[config.mk]
export PLATFORM = sky130hd
export DESIGN_NAME = csw_ctrl
export DESIGN_NICKNAME = d
export VERILOG_FILES = /design/src/core/csw_ref_div.v /design/src/core/csw_ctrl.v
export VERILOG_INCLUDE_DIRS = /design/src /design/src/pkg
export SDC_FILE = /design/constraint.sdc
export NUM_CORES = 1
export LEC_CHECK = 0
export BUFFER_PORTS_ARGS = -buffer_cell sky130_fd_sc_hd__buf_4
export CAP_MARGIN = 20
export CORE_MARGIN = 4
export CORE_UTILIZATION = 52
export DETAILED_ROUTE_END_ITERATION = 16
export GPL_TIMING_DRIVEN = 0
export HOLD_SLACK_MARGIN = 0.1
export PLACE_DENSITY_LB_ADDON = 0.25
export SYNTH_ARGS = -nofsm -noshare
export SYNTH_HDL_FRONTEND = slang
export SYNTH_SLANG_ARGS = --single-unit
[constraint.sdc]
create_clock -name clk_i -period 4.1 [get_ports clk_i]
set_clock_uncertainty 0.2 [all_clocks]
set_input_delay 0.615 -clock clk_i [delete_from_list [all_inputs] [get_ports clk_i]]
set_output_delay 0.615 -clock clk_i [all_outputs]
set_load 0.1 [all_outputs]
[src/pkg/csw_regs.vh]
// Purpose: Register map, field positions, keys and counts of the clock switch block
// Assumes: Included by csw_ctrl and by the property checker of the clock switch block
// Notes:   Byte offsets on a 32-bit classic Wishbone bus
`ifndef CSW_REGS_VH
`define CSW_REGS_VH

// ---------------------------------------------------------------
// Register offsets
// ---------------------------------------------------------------
`define CSW_ADR_OSC       4'h0
`define CSW_ADR_REF       4'h4
`define CSW_ADR_STAT      4'h8

// ---------------------------------------------------------------
// Oscillator control fields
// ---------------------------------------------------------------
`define CSW_OSC_CUR_HI    14
`define CSW_OSC_CUR_LO    12
`define CSW_OSC_NEW_HI    10
`define CSW_OSC_NEW_LO    8
`define CSW_OSC_SELLOCK   7
`define CSW_OSC_LOCK      5
`define CSW_OSC_CF        3
`define CSW_OSC_PSLP      2
`define CSW_OSC_SECONDARY_OSC_ENABLE    1
`define CSW_OSC_REQ       0

// ---------------------------------------------------------------
// Reference control fields
// ---------------------------------------------------------------
`define CSW_REF_EN        15
`define CSW_REF_SLP       13
`define CSW_REF_SEL       12
`define CSW_REF_DIV_HI    11
`define CSW_REF_DIV_LO    8
`define CSW_REF_RST       4'h0

// ---------------------------------------------------------------
// Unlock keys
// ---------------------------------------------------------------
`define CSW_KEY_HI1       8'h78
`define CSW_KEY_HI2       8'h9a
`define CSW_KEY_LO1       8'h46
`define CSW_KEY_LO2       8'h57

// ---------------------------------------------------------------
// Source codes
// ---------------------------------------------------------------
`define CSW_SRC_FRC       3'h0
`define CSW_SRC_FAST_RC_WITH_PLL    3'h1
`define CSW_SRC_PRI       3'h2
`define CSW_SRC_PRIPLL    3'h3
`define CSW_SRC_SEC       3'h4
`define CSW_SRC_LOW_POWER_RC      3'h5

// ---------------------------------------------------------------
// Timing
// ---------------------------------------------------------------
`define CSW_SETTLE_CYCLES 4'ha

`endif

[src/core/csw_ref_div.v]
// Purpose: Power-of-two divider for the reference clock output
// Assumes: Base clock level is sampled synchronously to clk_i
// Notes:   Code 0 passes the sampled base level straight through
`timescale 1ns/1ps
module csw_ref_div (
   input  wire        clk_i,
   input  wire        rst_i,
   input  wire        base_i,
   input  wire [3:0]  div_i,
   input  wire        run_i,
   output reg         out_o
);

   reg        base_q;
   reg [13:0] cnt;
   wire       rise;

   // ---------------------------------------------------------------
   // Half-period limit in base rising edges
   // ---------------------------------------------------------------
   function [13:0] half_limit;
      input [3:0] code;
      reg   [14:0] one_hot;
      begin
         one_hot    = 15'h0001 << (code - 4'h1);
         half_limit = one_hot[13:0] - 14'h0001;
      end
   endfunction

   assign rise = base_i & ~base_q;

   always @(posedge clk_i) begin
      if (rst_i || !run_i) begin
         base_q <= 1'b0;
         cnt    <= 14'h0000;
         out_o  <= 1'b0;
      end else begin
         base_q <= base_i;
         if (div_i == 4'h0) begin
            out_o <= base_i;
            cnt   <= 14'h0000;
         end else if (rise) begin
            if (cnt >= half_limit(div_i)) begin
               cnt   <= 14'h0000;
               out_o <= ~out_o;
            end else begin
               cnt <= cnt + 14'h0001;
            end
         end
      end
   end

endmodule // csw_ref_div

[src/core/csw_ctrl.v]
// Purpose: Clock source switch controller with reference clock output
// Assumes: Oscillator status, ticks and base clock levels arrive synchronous to clk_i
// Notes:   Registers reached over classic Wishbone, 32-bit data, one-cycle ack
`timescale 1ns/1ps
`include "csw_regs.vh"

module csw_ctrl (
   input  wire        clk_i,
   input  wire        rst_i,
   input  wire        wb_cyc_i,
   input  wire        wb_stb_i,
   input  wire        wb_we_i,
   input  wire [3:0]  wb_adr_i,
   input  wire [3:0]  wb_sel_i,
   input  wire [31:0] wb_dat_i,
   output reg  [31:0] wb_dat_o,
   output reg         wb_ack_o,
   input  wire        switch_config_bit_i,
   input  wire [2:0]  config_initial_source_i,
   input  wire        failsafe_monitor_en_i,
   input  wire        watchdog_en_i,
   input  wire        clock_fail_i,
   input  wire [7:0]  osc_ready_i,
   input  wire        pll_lock_i,
   input  wire        new_clk_tick_i,
   input  wire        sleep_i,
   input  wire        primary_clk_i,
   input  wire        system_clk_i,
   output reg  [2:0]  sys_src_sel_o,
   output reg  [7:0]  osc_enable_o,
   output reg         switch_busy_o,
   output reg         ref_clock_pin_o
);

   // ---------------------------------------------------------------
   // Declarations
   // ---------------------------------------------------------------
   localparam S_IDLE  = 3'd0;
   localparam S_CHECK = 3'd1;
   localparam S_OSC   = 3'd2;
   localparam S_PLL   = 3'd3;
   localparam S_CNT   = 3'd4;

   reg  [2:0]  state;
   reg  [2:0]  next_state;
   reg  [2:0]  current_source_sel;
   reg  [2:0]  new_source_sel;
   reg  [2:0]  target;
   reg         switch_request;
   reg         selection_lock;
   reg         lock_flag;
   reg         clock_fail_flag;
   reg         primary_sleep_enable;
   reg         secondary_osc_enable;
   reg         ref_out_enable;
   reg         ref_run_in_sleep;
   reg         ref_source_select;
   reg  [3:0]  ref_divisor;
   reg  [1:0]  hi_stage;
   reg  [1:0]  lo_stage;
   reg  [3:0]  settle_cnt;
   reg  [7:0]  next_osc_en;
   reg  [31:0] next_rdata;

   wire        access;
   wire        wr;
   wire        wr_osc;
   wire        hi_only;
   wire        lo_only;
   wire [7:0]  hi_byte;
   wire [7:0]  lo_byte;
   wire        switch_disabled;
   wire        req_refused;
   wire        valid_start;
   wire        handover;
   wire        ref_run;
   wire        ref_div_out;

   // ---------------------------------------------------------------
   // Source decoding
   // ---------------------------------------------------------------
   function uses_pll;
      input [2:0] code;
      begin
         uses_pll = (code == `CSW_SRC_FAST_RC_WITH_PLL) || (code == `CSW_SRC_PRIPLL);
      end
   endfunction

   function is_primary;
      input [2:0] code;
      begin
         is_primary = (code == `CSW_SRC_PRI) || (code == `CSW_SRC_PRIPLL);
      end
   endfunction

   // ---------------------------------------------------------------
   // Bus decode
   // ---------------------------------------------------------------
   assign access          = wb_cyc_i & wb_stb_i & ~wb_ack_o;
   assign wr              = access & wb_we_i;
   assign wr_osc          = wr & (wb_adr_i == `CSW_ADR_OSC);
   assign hi_only         = wb_sel_i[1] & ~wb_sel_i[0];
   assign lo_only         = wb_sel_i[0] & ~wb_sel_i[1];
   assign hi_byte         = wb_dat_i[15:8];
   assign lo_byte         = wb_dat_i[7:0];
   assign switch_disabled = switch_config_bit_i;
   assign req_refused     = failsafe_monitor_en_i & selection_lock;
   assign valid_start     = (state == S_CHECK) && (target != current_source_sel);
   assign handover        = (state == S_CNT) && new_clk_tick_i &&
                            (settle_cnt == `CSW_SETTLE_CYCLES - 4'h1);

   // ---------------------------------------------------------------
   // Bus slave: one-cycle ack, never stalls the processor
   // ---------------------------------------------------------------
   always @(posedge clk_i) begin
      if (rst_i) begin
         wb_ack_o <= 1'b0;
         wb_dat_o <= 32'h00000000;
      end else begin
         wb_ack_o <= access;
         if (access) begin
            wb_dat_o <= next_rdata;
         end
      end
   end

   always @* begin
      next_rdata = 32'h00000000;
      case (wb_adr_i)
         `CSW_ADR_OSC: begin
            next_rdata[`CSW_OSC_CUR_HI:`CSW_OSC_CUR_LO] = current_source_sel;
            next_rdata[`CSW_OSC_NEW_HI:`CSW_OSC_NEW_LO] = new_source_sel;
            next_rdata[`CSW_OSC_SELLOCK]                = selection_lock;
            next_rdata[`CSW_OSC_LOCK]                   = lock_flag;
            next_rdata[`CSW_OSC_CF]                     = clock_fail_flag;
            next_rdata[`CSW_OSC_PSLP]                   = primary_sleep_enable;
            next_rdata[`CSW_OSC_SECONDARY_OSC_ENABLE]                 = secondary_osc_enable;
            next_rdata[`CSW_OSC_REQ]                    = switch_request;
         end
         `CSW_ADR_REF: begin
            next_rdata[`CSW_REF_EN]                     = ref_out_enable;
            next_rdata[`CSW_REF_SLP]                    = ref_run_in_sleep;
            next_rdata[`CSW_REF_SEL]                    = ref_source_select;
            next_rdata[`CSW_REF_DIV_HI:`CSW_REF_DIV_LO] = ref_divisor;
         end
         `CSW_ADR_STAT: begin
            next_rdata[2:0] = state;
            next_rdata[6:4] = target;
         end
         default: begin
            next_rdata = 32'h00000000;
         end
      endcase
   end

   // ---------------------------------------------------------------
   // Unlock sequences: any other access closes the window
   // ---------------------------------------------------------------
   always @(posedge clk_i) begin
      if (rst_i) begin
         hi_stage <= 2'd0;
         lo_stage <= 2'd0;
      end else if (access) begin
         hi_stage <= 2'd0;
         lo_stage <= 2'd0;
         if (wr_osc && hi_only) begin
            if (hi_stage == 2'd0 && hi_byte == `CSW_KEY_HI1) begin
               hi_stage <= 2'd1;
            end else if (hi_stage == 2'd1 && hi_byte == `CSW_KEY_HI2) begin
               hi_stage <= 2'd2;
            end
         end
         if (wr_osc && lo_only) begin
            if (lo_stage == 2'd0 && lo_byte == `CSW_KEY_LO1) begin
               lo_stage <= 2'd1;
            end else if (lo_stage == 2'd1 && lo_byte == `CSW_KEY_LO2) begin
               lo_stage <= 2'd2;
            end
         end
      end
   end

   // ---------------------------------------------------------------
   // Switch sequencer
   // ---------------------------------------------------------------
   always @* begin
      next_state = state;
      case (state)
         S_IDLE: begin
            if (switch_request && !switch_disabled) begin
               next_state = S_CHECK;
            end
         end
         S_CHECK: begin
            if (target == current_source_sel) begin
               next_state = S_IDLE;
            end else begin
               next_state = S_OSC;
            end
         end
         S_OSC: begin
            if (osc_ready_i[target]) begin
               next_state = uses_pll(target) ? S_PLL : S_CNT;
            end
         end
         S_PLL: begin
            if (pll_lock_i) begin
               next_state = S_CNT;
            end
         end
         S_CNT: begin
            if (handover) begin
               next_state = S_IDLE;
            end
         end
         default: begin
            next_state = S_IDLE;
         end
      endcase
      if (switch_disabled) begin
         next_state = S_IDLE;
      end
   end

   always @(posedge clk_i) begin
      if (rst_i) begin
         state      <= S_IDLE;
         target     <= 3'h0;
         settle_cnt <= 4'h0;
      end else begin
         state <= next_state;
         if (state == S_IDLE) begin
            target <= new_source_sel;
         end
         if (state != S_CNT) begin
            settle_cnt <= 4'h0;
         end else if (new_clk_tick_i) begin
            settle_cnt <= settle_cnt + 4'h1;
         end
      end
   end

   // ---------------------------------------------------------------
   // Oscillator control register
   // ---------------------------------------------------------------
   always @(posedge clk_i) begin
      if (rst_i) begin
         current_source_sel   <= config_initial_source_i;
         new_source_sel       <= config_initial_source_i;
         switch_request       <= 1'b0;
         selection_lock       <= 1'b0;
         lock_flag            <= 1'b0;
         clock_fail_flag      <= 1'b0;
         primary_sleep_enable <= 1'b0;
         secondary_osc_enable <= 1'b0;
      end else begin
         if (wr_osc && hi_only && hi_stage == 2'd2) begin
            new_source_sel <= hi_byte[2:0];
         end
         if (wr_osc && wb_sel_i[0] && !(lo_only && lo_stage != 2'd2 &&
             ((lo_stage == 2'd0 && lo_byte == `CSW_KEY_LO1) ||
              (lo_stage == 2'd1 && lo_byte == `CSW_KEY_LO2)))) begin
            primary_sleep_enable <= lo_byte[`CSW_OSC_PSLP];
            secondary_osc_enable <= lo_byte[`CSW_OSC_SECONDARY_OSC_ENABLE];
            if (lo_byte[`CSW_OSC_SELLOCK]) begin
               selection_lock <= 1'b1;
            end
         end
         if (switch_disabled) begin
            switch_request     <= 1'b0;
            current_source_sel <= config_initial_source_i;
         end else if (wr_osc && lo_only && lo_stage == 2'd2 &&
                      lo_byte[`CSW_OSC_REQ] && !req_refused) begin
            switch_request <= 1'b1;
         end else if (state == S_CHECK && !valid_start) begin
            switch_request <= 1'b0;
         end else if (handover) begin
            switch_request     <= 1'b0;
            current_source_sel <= target;
         end
         if (valid_start || state == S_OSC) begin
            lock_flag <= 1'b0;
         end else if (state == S_PLL || state == S_CNT) begin
            lock_flag <= pll_lock_i & uses_pll(target);
         end else begin
            lock_flag <= pll_lock_i & uses_pll(current_source_sel);
         end
         if (clock_fail_i) begin
            clock_fail_flag <= 1'b1;
         end else if (valid_start) begin
            clock_fail_flag <= 1'b0;
         end
      end
   end

   // ---------------------------------------------------------------
   // Reference control register
   // ---------------------------------------------------------------
   always @(posedge clk_i) begin
      if (rst_i) begin
         ref_out_enable    <= 1'b0;
         ref_run_in_sleep  <= 1'b0;
         ref_source_select <= 1'b0;
         ref_divisor       <= `CSW_REF_RST;
      end else if (wr && wb_adr_i == `CSW_ADR_REF && wb_sel_i[1]) begin
         ref_out_enable    <= wb_dat_i[`CSW_REF_EN];
         ref_run_in_sleep  <= wb_dat_i[`CSW_REF_SLP];
         ref_source_select <= wb_dat_i[`CSW_REF_SEL];
         ref_divisor       <= wb_dat_i[`CSW_REF_DIV_HI:`CSW_REF_DIV_LO];
      end
   end

   // ---------------------------------------------------------------
   // Oscillator enables
   // ---------------------------------------------------------------
   always @* begin
      next_osc_en = 8'h00;
      if (!sleep_i) begin
         next_osc_en[current_source_sel] = 1'b1;
      end else if (is_primary(current_source_sel) &&
                   (primary_sleep_enable || (ref_run_in_sleep && ref_source_select))) begin
         next_osc_en[current_source_sel] = 1'b1;
      end
      if (state == S_OSC || state == S_PLL || state == S_CNT) begin
         next_osc_en[target] = 1'b1;
      end
      if (watchdog_en_i || failsafe_monitor_en_i) begin
         next_osc_en[`CSW_SRC_LOW_POWER_RC] = 1'b1;
      end
      if (secondary_osc_enable) begin
         next_osc_en[`CSW_SRC_SEC] = 1'b1;
      end
   end

   // ---------------------------------------------------------------
   // Reference output
   // ---------------------------------------------------------------
   assign ref_run = ref_out_enable &&
                    (!sleep_i || (ref_run_in_sleep && ref_source_select &&
                                  is_primary(current_source_sel)));

   csw_ref_div u_div (
      .clk_i  (clk_i),
      .rst_i  (rst_i),
      .base_i (ref_source_select ? primary_clk_i : system_clk_i),
      .div_i  (ref_divisor),
      .run_i  (ref_run),
      .out_o  (ref_div_out)
   );

   always @(posedge clk_i) begin
      if (rst_i) begin
         sys_src_sel_o   <= 3'h0;
         osc_enable_o    <= 8'h00;
         switch_busy_o   <= 1'b0;
         ref_clock_pin_o <= 1'b0;
      end else begin
         sys_src_sel_o   <= current_source_sel;
         osc_enable_o    <= next_osc_en;
         switch_busy_o   <= (state != S_IDLE);
         ref_clock_pin_o <= ref_div_out & ref_run;
      end
   end

endmodule // csw_ctrl

==> results of run 1 <==
## cell families after synthesis
logic type                 count (synthesis)  synth area share, %
AOI/OAI and AO/OA                         83                 13.5
xor gates and xnor gates                  20                 4.09
adders and majority gates                 18                 5.26
buffers and inverters                     56                 6.95
DFF                                       79                 38.3
muxes                                     26                 6.34
other                                      1               0.0875
and+or+nand+nor                          209                 25.4
## metal layers
layer / track usage (%) / vias up / part of all wire [%]
li1: - / 1930 / -
met1: 27.8 / 1853 / 43
met2: 37.3 / 160 / 48
met3: 3.75 / 23 / 7.2
met4: 10.1 / 0 / 2.5
met5: 0 / - / 0
## how the worst min path moves through the flow
| stage | slack (ns) | start | depth (start not counted) | endpoint |
|---|---|---|---|---|
| global route | 0.25 | switch_config_bit_i | 2 | state[1]$_SDFFE_PN0P_ |
| global placement | 0.24 | wb_dat_o[14]$_SDFFE_PP0P_ | 2 | wb_dat_o[14]$_SDFFE_PP0P_ |
| CTS | 0.24 | switch_config_bit_i | 2 | state[1]$_SDFFE_PN0P_ |
| detailed placement | 0.25 | wb_dat_o[7]$_SDFFE_PP0P_ | 2 | wb_dat_o[7]$_SDFFE_PP0P_ |
| floorplan | 0.23 | u_div.out_o$_SDFFE_PP0P_ | 2 | ref_clock_pin_o$_SDFF_PP0_ |
| finish | 0.25 | switch_config_bit_i | 2 | state[1]$_SDFFE_PN0P_ |
## state kept, by name, summed over array words and instances (netlist names), 2 cells and up
| register | flops |
|---|---|
| target | 3 |
| osc_enable_o | 8 |
| lo_stage | 2 |
| settle_cnt | 4 |
| sys_src_sel_o | 3 |
| state | 3 |
| new_source_sel | 3 |
| wb_dat_o | 16 |
| u_div.cnt | 14 |
| ref_divisor | 4 |
| current_source_sel | 3 |
| hi_stage | 2 |
## cell usage after synthesis, types with 2 or more instances
| library cell | instances | area share [%] |
|---|---|---|
| nand4_1 | 16 | 2.3 |
| a211oi_1 | 3 | 0.53 |
| nor4b_1 | 3 | 0.61 |
| nand3_1 | 14 | 1.6 |
| nor3_1 | 20 | 2.3 |
| nor2b_1 | 4 | 0.58 |
| a22oi_1 | 3 | 0.53 |
| a221oi_1 | 10 | 2.0 |
| buf_6 | 2 | 0.53 |
| o221ai_1 | 2 | 0.41 |
| edfxtp_1 | 6 | 4.2 |
| a31oi_1 | 5 | 0.73 |
| a21oi_1 | 29 | 3.4 |
| a32oi_1 | 3 | 0.61 |
| xnor2_1 | 7 | 1.4 |
| buf_2 | 10 | 1.2 |
| buf_1 | 2 | 0.18 |
| o21a_1 | 4 | 0.70 |
| o21ai_0 | 7 | 0.82 |
| inv_1 | 11 | 0.96 |
| or2_2 | 2 | 0.29 |
| dfxtp_1 | 73 | 34 |
| ha_1 | 18 | 5.3 |
| and3_1 | 5 | 0.73 |
| nor4_1 | 5 | 0.73 |
| nand3b_1 | 3 | 0.53 |
| nor2_1 | 82 | 7.2 |
| a211o_1 | 2 | 0.41 |
| o31ai_1 | 2 | 0.35 |
| mux2_2 | 9 | 2.4 |
| xor2_1 | 13 | 2.7 |
| buf_4 | 16 | 2.8 |
| clkbuf_1 | 15 | 1.3 |
| mux2i_1 | 17 | 4.0 |
| nand2_1 | 33 | 2.9 |
| nand2b_1 | 5 | 0.73 |
## area by class of cell
type / instances / area, um2
fill: 647 / 2660
multi-input combinational: 372 / 2410
sequential: 79 / 1640
timing repair buffer: 76 / 571
buffer: 43 / 249
clock buffer: 10 / 128
tap: 102 / 128
clock inverter: 6 / 65.1
inverter: 11 / 41.3
## per-stage QoR
stage | hold slack (ns) | total power [mW] | instance area, um2 | cells
finish | 0.250 | 1.72 | 5230 | 699
floorplan | 0.231 | 1.06 | 4340 | 507
CTS | 0.243 | 1.72 | 5230 | 701
detailed placement | 0.250 | 1.15 | 5040 | 685
global placement | 0.244 | 1.14 | 5040 | 685
global route | 0.253 | 1.77 | 5230 | 699
## worst max-delay path: cells and delay by family, from the launching register on
family | cells | cell delay (ns)
adder cells (fa/ha/maj) | 2 | 0.61
flip-flops | 1 | 0.35
AND/OR/NAND/NOR | 6 | 1.18
buffers and inverters | 2 | 0.39
AO/OA/AOI/OAI | 5 | 0.96
## power groups by stage
stage,clock network (mW),logic [mW],registers [mW]
detailed placement,0,0.319,0.826
global route,0.623,0.339,0.810
CTS,0.592,0.320,0.808
floorplan,0,0.160,0.897
finish,0.587,0.322,0.808
global placement,0,0.317,0.826
==> out/results.ini, run 1 <==
[global_routing]
track_usage_pct=22.2
grt_pass1_wl_mm=17.6
grt_pass1_vias=3792
antenna_found_initial=0
overflow=0
grt_max_degree=15

[yosys]
yosys_most_used_dff=dfxtp_1
async_reset_ff_share_pct=0
ys_ff_latch=79
syn_avg_cell_area_um2=8.71
seq_area_frac_synth_pct=38.3
synth.distinct_cells=67
postSynthCellCount=492
netlist_area_mm2=0.00429
synth_warnings=0
synth_edf_count=6

[sta]
fmax_mhz=267
hold_viol=0
rsz0062_at_grt=no
period_needed_ns=3.74
slew_viol_final=0
setup_slack_ns=0.357
finalCritPeriodShare_pct=91.3
totalNegativeSetupSlack_ns=0
setup-violations-final=0
worst_pin_slew_ns=1.02
relSlewSlack_pct=31.3

[clock_network]
clock_path_buffers=2
clkSinkCount=79
path_clk_slew_ns=0.08
cts_buffers=9
h-tree-depth=3
ctsHoldBuffers=0
cts_tree=yes
clkLatencyLatePin_ns=0.36
postCtsSetupRepairBufs=0
root_buffer=clkbuf_8
cts_resized=0

[final_layout]
nNetsFinal=675
final_core_util_pct=66.3
num_antenna_cells=0
synthToLayoutAreaGrowth_pct=22.0
final_cell_mix=buf_4 (92), nor2_1 (81), dfxtp_1 (73)
drive_above_1_share_pct=24.8
final_common_cell=buf_4

[worst_setup_path]
cpMostUsedCell=nand2_1
r2r_end=u_div.cnt[6]$_SDFFE_PP0P_
cp.arrival_ns=3.84
cp_cell_sequence=clkbuf_1 -> or4b_2 -> ha_2 -> nor2_2 -> nand2_1 -> nand2_1 -> a31oi_1 -> ha_1 -> nand4_1 -> o221ai_1 -> a21oi_1 -> o21ai_1 -> a211o_1 -> buf_6 -> nor2_1
reg2reg_depth=15
cp.required_ns=4.20
r2r_setup_slack_ns=0.36
critPathCapture=u_div.cnt[6]$_SDFFE_PP0P_
startpoint_type=flip-flop
critPathLaunch=ref_divisor[0]$_SDFFE_PP0P_
cp_max_fo=11
r2r_start=ref_divisor[0]$_SDFFE_PP0P_
critical_path.max_stage_delay_ns=0.68
endpoint_kind=flip-flop
cp_slowest_cell=or4b_2
crit_type=flip-flop to flip-flop

[route]
viasPerCell=5.67
first_pass_iters=5
drc=0
wl_per_cell_um=15.5
drtIter0Drc=172
ant_nets=0
wirelength_mm=10.8
num_vias=3966

[placed_design]
numPortBuffers=76
gp_congestion=0.874
preCtsSetupSlack_ns=0.156
dp_hpwl_mm=8.32

[power_and_ir_drop]
power_density_mw_per_mm2=328
p_seq_share_pct=47.0
p_leak_nw=2.24
p_sw_share_pct=31.6
clkPwrFrac_pct=34.2
p_comb_share_pct=18.8
switchingPower_mw=0.543
internal-power_mw=1.17
peakVddDrop_mv=0.184

[floorplanning]
die_h_um=98.8
die_x_um=98.8
io_pins=111
die-area_mm2=0.00976
fp-row-count=32
initial_utilization_pct=54.3
core_area_mm2=0.00789

[worst_hold_path]
hp-class=input port to flip-flop

[status]
status=finished clean

[job]
max-cap-violations=0

(Power assumes the default switching activity.)
==> run 2, diff against run 1 <==
- ABC_AREA: unset -> 1
==> out/results.ini, run 2 <==
[clock_network]
path_clk_slew_ns=0.08  ; about the same
ctsHoldBuffers=0  ; unchanged
postCtsSetupRepairBufs=0  ; unchanged
cts_tree=yes
clkLatencyLatePin_ns=0.36  ; about the same
clock_path_buffers=2  ; unchanged
cts_buffers=9  ; unchanged
root_buffer=clkbuf_8
cts_resized=0  ; unchanged
h-tree-depth=3  ; unchanged
clkSinkCount=79  ; unchanged

[yosys]
synthTopCellsByArea=dfxtp_1 (33%), nand2_1 (10%), inv_1 (6.8%), nor2_1 (5.8%), a21oi_1 (5.3%)
synth_warnings=0  ; unchanged
seq_area_frac_synth_pct=37.3  ; -1.0 points
synthMostInstantiatedCell=nand2_1
yosys.area.top_type_share_pct=33.2  ; -0.93 points
synth.largest_area_cell=dfxtp_1
ys_ff_latch=79  ; unchanged
postSynthCellCount=626  ; +27%
netlist_area_mm2=0.00441  ; +2.8%
async_reset_ff_share_pct=0  ; unchanged
synth.distinct_cells=42  ; -37%
syn_avg_cell_area_um2=7.04  ; -19%
yosys_most_used_dff=dfxtp_1
synth_edf_count=6  ; unchanged
synth_common_cells=nand2_1 (121), inv_1 (80), dfxtp_1 (73)

[floorplanning]
core_area_mm2=0.00822  ; +4.2%
io_pins=111  ; unchanged
die_h_um=100  ; +1.3%
initial_utilization_pct=53.6  ; -0.71 points
die-area_mm2=0.0100  ; +2.6%
die_x_um=100  ; +1.3%
fp-row-count=33  ; +3.1%

[global_routing]
use_met1_pct=32.6  ; +4.8 points
grt.busiest_layer=met2
grtUsageMet2_pct=40.8  ; +3.5 points
overflow=0  ; unchanged
grt_pass1_wl_mm=19.6  ; +11%
use_met3_pct=5.77  ; +2.0 points
track_usage_pct=24.5  ; +2.3 points
antenna_found_initial=0  ; unchanged
grt_pass1_vias=4160  ; +9.7%
grt_max_degree=14  ; -1

[worst_setup_path]
critPathCapture=u_div.cnt[10]$_SDFFE_PP0P_
cp_top_family=simple AND/OR/NAND/NOR gates
r2r_setup_slack_ns=0.92  ; +0.56 ns
cp_slowest_cell=dfxtp_1
crit_cells=19  ; +4
cp.arrival_ns=3.23  ; -0.61 ns
cp_max_fo=10  ; -1
cpMostUsedCell=nand2_1
reg2reg_depth=19  ; +4
r2r_start=ref_divisor[3]$_SDFFE_PP0P_
critical_path.max_stage_delay_ns=0.45  ; -0.23 ns
r2r_end=u_div.cnt[10]$_SDFFE_PP0P_
cp.required_ns=4.15  ; -0.05 ns
endpoint_kind=flip-flop
critPathLaunch=ref_divisor[3]$_SDFFE_PP0P_
cp_cell_sequence=inv_1 -> nand2_1 -> ha_1 -> inv_1 -> nor2_2 -> nand2_1 -> a211oi_1 -> xor2_1 -> ha_1 -> nand2_1 -> nor2_1 -> nand2_1 -> nor2_1 -> nand2_1 -> nand3_1 -> nand2_1 -> nand2_2 -> buf_6 -> nor2_1
crit_type=flip-flop to flip-flop
critPathBufInv=3  ; +1
startpoint_type=flip-flop

[sta]
hold_viol=0  ; unchanged
relSlewSlack_pct=61.8  ; +31 points
totalNegativeSetupSlack_ns=0  ; unchanged
slew_viol_final=0  ; unchanged
finalCritPeriodShare_pct=77.6  ; -14 points
period_needed_ns=3.18  ; -0.560 ns
setup-violations-final=0  ; unchanged
worst_pin_slew_ns=0.567  ; -0.449 ns
rsz0062_at_grt=no
fmax_mhz=314  ; +18%

[final_layout]
largest_reg_flops=16  ; unchanged
fin_cells=836  ; +20%
num_antenna_cells=0  ; unchanged
drive_above_1_share_pct=18.9  ; -5.9 points
top_regs=wb_dat_o: 16 flops, u_div.cnt: 14 flops, osc_enable_o: 8 flops
final_cell_mix=nand2_1 (121), buf_4 (90), inv_1 (80)
fillCellCount=761  ; +18%
final_common_cell=nand2_1
synthToLayoutAreaGrowth_pct=21.1
regArea_mm2=0.00164  ; unchanged
regMostFlops=wb_dat_o
multi_input_area_mm2=0.00229  ; -4.7%
nNetsFinal=809  ; +20%

[placed_design]
dp_hpwl_mm=9.57  ; +15%
gp_congestion=0.886  ; +1.5%
dp.cells=820  ; +20%
numPortBuffers=74  ; -2.6%

[route]
first_pass_iters=8  ; +3
wirelength_mm=11.9  ; +9.9%
drc=0  ; unchanged
viasPerCell=5.32  ; -6.2%
drtIter0Drc=282  ; +64%
num_vias=4449  ; +12%
wl_per_cell_um=14.3  ; -8.1%
ant_nets=0  ; unchanged

[power_and_ir_drop]
power_density_mw_per_mm2=312  ; -5.0%
p_leak_nw=2.51  ; +12%
peakVddDrop_mv=0.206  ; +12%

[status]
status=finished clean

[job]
max-cap-violations=0  ; unchanged

[worst_hold_path]
hp-class=flip-flop to flip-flop

==> run 2: cell types whose count changed after synthesis, moves of 16 or more <==
cell / change
inv_1: +69
nand2_1: +88
nand3_1: +29
o21ai_0: +25
a21oi_1: +18
mux2i_1: -16
==> run 2: worst min-delay path: stages (launching register included) <==
cell	delay [ns]
dfxtp_1	0.33
inv_1	0.05
nor2_1	0.04
==> run 2: cell type report <==
cell class              instances  area share [%]
multi-input cells             441            43.0
flip-flops and latches         79            30.8
repair buffers                 74            10.4
inverters                      89            6.26
plain buffers                  32            3.59
well taps                     105            2.46
clock buffers                   9            2.32
clock inverters                 7            1.20
==> run 2: worst min-delay path by stage <==
stage	startpoint	to	slack, ns	cells past startpoint
after detailed placement	u_div.out_o$_SDFFE_PP0P_	ref_clock_pin_o$_SDFF_PP0_	0.25	2
after floorplan	u_div.out_o$_SDFFE_PP0P_	ref_clock_pin_o$_SDFF_PP0_	0.22	2
after CTS	u_div.out_o$_SDFFE_PP0P_	ref_clock_pin_o$_SDFF_PP0_	0.26	2
final	u_div.out_o$_SDFFE_PP0P_	ref_clock_pin_o$_SDFF_PP0_	0.27	2
after global routing	clock_fail_i	clock_fail_flag$_SDFFE_PP0P_	0.29	3
after global placement	u_div.out_o$_SDFFE_PP0P_	ref_clock_pin_o$_SDFF_PP0_	0.24	2
==> run 2: cell families (layout without fill, tap and decap cells) <==
logic type / count (synthesis) / after routing / share of synthesized area, %
adder cells (fa/ha/maj): 18 / 18 / 5.11
other: 1 / 16 / 0.0851
flip-flops: 79 / 79 / 37.3
buffers and inverters: 121 / 211 / 11.9
AO/OA/AOI/OAI: 109 / 109 / 13.4
XOR/XNOR: 12 / 12 / 2.39
AND/OR/NAND/NOR: 285 / 285 / 29.6
multiplexers: 1 / 1 / 0.227
==> run 2: layer usage <==
metal	part of all wire [%]	up-vias
met5	0	-
met4	1.2	0
met3	9.1	16
met2	47	200
met1	42	2016
li1	-	2217
==> run 2: power by group <==
| part | total (mW) | internal [mW] | switching (mW) |
|---|---|---|---|
| Sequential | 0.805 | 0.794 | 0.0104 |
| Clock | 0.572 | 0.277 | 0.295 |
| Combinational | 0.289 | 0.0757 | 0.213 |
==> run 2: through the flow <==
stage | setup WS (ns) | area (um2) | power, mW | hold slack (ns) | utilization (%)
CTS | 0.933 | 5340 | 1.67 | 0.262 | 64.9
finish | 0.918 | 5340 | 1.66 | 0.266 | 64.9
floorplan | 1.39 | 4460 | 1.03 | 0.218 | -
detailed placement | 0.943 | 5150 | 1.11 | 0.251 | 62.7
global route | 0.596 | 5340 | 1.73 | 0.288 | 64.9
global placement | 1.05 | 5150 | 1.11 | 0.241 | 62.7
==> run 3, diff against run 2 <==
- CORE_UTILIZATION: 52 -> 48
- clock period: 4.1 -> 2.9 ns (I/O delays scaled with it)
==> out/results.ini, run 3 (synthesis gave the netlist of run 2 again) <==
[status]
status=finished clean

[final_layout]
synthToLayoutAreaGrowth_pct=26.0
nNetsFinal=821  ; +1.5%
num_antenna_cells=0  ; unchanged
final_common_cell=nand2_1
final_cell_mix=nand2_1 (114), buf_4 (99), inv_1 (74)
fillCellCount=789  ; +3.7%
fin_cells=851  ; +1.8%
regMostFlops=wb_dat_o
top_regs=wb_dat_o: 16 flops, u_div.cnt: 14 flops, osc_enable_o: 8 flops
drive_above_1_share_pct=23.7  ; +4.8 points
largest_reg_flops=16  ; unchanged

[worst_setup_path]
cp.required_ns=2.98  ; -1.17 ns
crit_type=flip-flop to flip-flop
critical_path.max_stage_delay_ns=0.38  ; -0.07 ns
cp_slowest_cell=dfxtp_2
cpMostUsedCell=nand2_2
startpoint_type=flip-flop
r2r_start=ref_divisor[2]$_SDFFE_PP0P_
reg2reg_depth=21  ; +2
r2r_end=u_div.cnt[12]$_SDFFE_PP0P_
cp_cell_sequence=inv_4 -> nand2_2 -> inv_2 -> nand2_2 -> ha_4 -> inv_2 -> nor2_4 -> nand2_2 -> a211oi_2 -> xor2_1 -> ha_1 -> nand2_1 -> nor2_1 -> nand2_1 -> nor2_1 -> nand2_1 -> nand3_2 -> nand2_2 -> nand2_4 -> buf_8 -> nor3b_2
endpoint_kind=flip-flop
cp.arrival_ns=2.98  ; -0.25 ns
r2r_setup_slack_ns=0.0009  ; -0.92 ns
cp_max_fo=9  ; -1
critPathBufInv=4  ; +1
cp_top_family=simple AND/OR/NAND/NOR gates

[worst_hold_path]
holdPathEnd=ref_run_in_sleep$_SDFFE_PP0P_
min_from=wb_dat_i[13]
hp-class=input port to flip-flop
timing.hold.worst_path_depth=3  ; +1

[clock_network]
path_clk_slew_ns=0.08  ; about the same
clock_path_buffers=2  ; unchanged
clkSinkCount=79  ; unchanged
clkLatencyLatePin_ns=0.35  ; about the same
cts_tree=yes
h-tree-depth=3  ; unchanged
root_buffer=clkbuf_8
cts_buffers=9  ; unchanged

[sta]
fin_hold_ws_ns=0.152  ; -0.115 ns
worst_pin_slew_ns=0.552  ; -0.0153 ns
rsz0062_at_grt=yes
slew_viol_final=0  ; unchanged
period_needed_ns=2.90  ; -0.283 ns
setup-violations-final=0  ; unchanged
finalCritPeriodShare_pct=100  ; +22 points
relSlewSlack_pct=63.2  ; +1.4 points
hold_viol=0  ; unchanged
fmax_mhz=345  ; +9.8%

[route]
num_vias=4461  ; +0.27%
viasPerCell=5.24  ; -1.5%
first_pass_iters=5  ; -3
ant_nets=0  ; unchanged
drtIter0Drc=233  ; -17%
wirelength_mm=12.1  ; +1.2%
wl_per_cell_um=14.2  ; -0.62%
drc=0  ; unchanged

[floorplanning]
die_h_um=104  ; +3.8%
fp-row-count=34  ; +3.0%
core_area_mm2=0.00881  ; +7.2%
initial_utilization_pct=50.0  ; -3.6 points
die_x_um=104  ; +3.8%
io_pins=111  ; unchanged
die-area_mm2=0.0108  ; +7.6%

[job]
max-cap-violations=0  ; unchanged

[placed_design]
numPortBuffers=74  ; unchanged
gp_congestion=0.916  ; +3.3%
dp.cells=823  ; +0.37%
dp_hpwl_mm=9.34  ; -2.4%

[global_routing]
track_usage_pct=21.9  ; -2.5 points
grt_pass1_wl_mm=19.7  ; +0.14%
grt_max_degree=14  ; unchanged
grt_pass1_vias=4217  ; +1.4%
overflow=0  ; unchanged
antenna_found_initial=0  ; unchanged

[power_and_ir_drop]
peakVddDrop_mv=0.224  ; +8.6%
p_leak_nw=2.59  ; +3.0%
power_density_mw_per_mm2=425  ; +36%
power.total_mw=2.36  ; +42%

## run 3: changes by cell type in the layout (fill, tap and decap cells not counted), moves of 2 or more
cell      previous run  this run
nand2_2              4        10
inv_2                8        13
nor2_2               5         9
nor2_1              68        61
nor2_4               1         4
buf_4               90        99
nand2_1            121       114
clkinv_2             5         3
inv_1               80        74
dfxtp_1             73        69
dfxtp_2              0         3
## run 3: how the worst max path moves through the flow
| stage | start | to | slack, ns | depth (start not counted) |
|---|---|---|---|---|
| after floorplan | ref_divisor[2]$_SDFFE_PP0P_ | u_div.cnt[12]$_SDFFE_PP0P_ | 0.19 | 21 |
| after global placement | ref_divisor[3]$_SDFFE_PP0P_ | u_div.cnt[12]$_SDFFE_PP0P_ | -0.21 | 19 |
| after detailed placement | ref_divisor[3]$_SDFFE_PP0P_ | u_div.cnt[10]$_SDFFE_PP0P_ | -0.23 | 19 |
| after CTS | ref_divisor[2]$_SDFFE_PP0P_ | u_div.cnt[12]$_SDFFE_PP0P_ | 0.0002 | 21 |
| after global routing | ref_divisor[2]$_SDFFE_PP0P_ | u_div.cnt[3]$_SDFFE_PP0P_ | -0.21 | 21 |
| final | ref_divisor[2]$_SDFFE_PP0P_ | u_div.cnt[12]$_SDFFE_PP0P_ | 0.0009 | 21 |
## run 3: cell type report
class | count | area, um2 | area share [%]
Tap cell | 108 | 135 | 2.43
Sequential cell | 79 | 1650 | 29.7
Clock buffer | 10 | 128 | 2.30
Clock inverter | 6 | 61.3 | 1.10
Buffer | 32 | 195 | 3.52
Inverter | 89 | 337 | 6.06
Timing Repair Buffer | 86 | 669 | 12.1
Multi-Input combinational cell | 441 | 2380 | 42.8
## run 3: routing by layer
layer,vias to the layer above,share of wire [%],GRT usage (%)
li1,2250,-,-
met1,2024,45,29.4
met4,0,1.3,5.51
met2,169,47,36.5
met3,18,6.5,4.04
met5,-,0,0
## run 3: through the flow
stage                     cell area, um2  setup TNS [ns]  utilization [%]  setup slack [ns]
after global placement              5150           -2.08             58.5            -0.213
after detailed placement            5150           -2.50             58.5            -0.234
after floorplan                     4460               0                -             0.185
after global routing                5550           -2.18             63.0            -0.209
after CTS                           5410               0             61.5          0.000198
final                               5550               0             63.0          0.000882
## run 3: power by group
group          switching, mW  total, mW  leakage [nW]  internal (mW)
sequential            0.0142       1.14         0.654           1.12
clock                  0.414      0.810        0.0960          0.395
combinational          0.301      0.410          1.84          0.109
total                  0.730       2.36          2.59           1.63
## run 3: repair_timing
item,in CTS,in global routing
resized for setup,12,25
setup buffers,4,6
pin swaps,7,20
gates cloned,0,1
endpoints found under the setup margin,15,15
endpoints found under the hold margin,1,0
hold buffers,1,0
## run 3: worst register-to-register path, stage by stage (launching register included)
cell and delay [ns]:
dfxtp_2 0.38, inv_4 0.07, nand2_2 0.07, inv_2 0.05, nand2_2 0.07, ha_4 0.13
inv_2 0.04, nor2_4 0.13, nand2_2 0.09, a211oi_2 0.22, xor2_1 0.19, ha_1 0.27
nand2_1 0.08, nor2_1 0.04, nand2_1 0.09, nor2_1 0.06, nand2_1 0.09, nand3_2 0.10
nand2_2 0.12, nand2_4 0.09, buf_8 0.14, nor3b_2 0.16
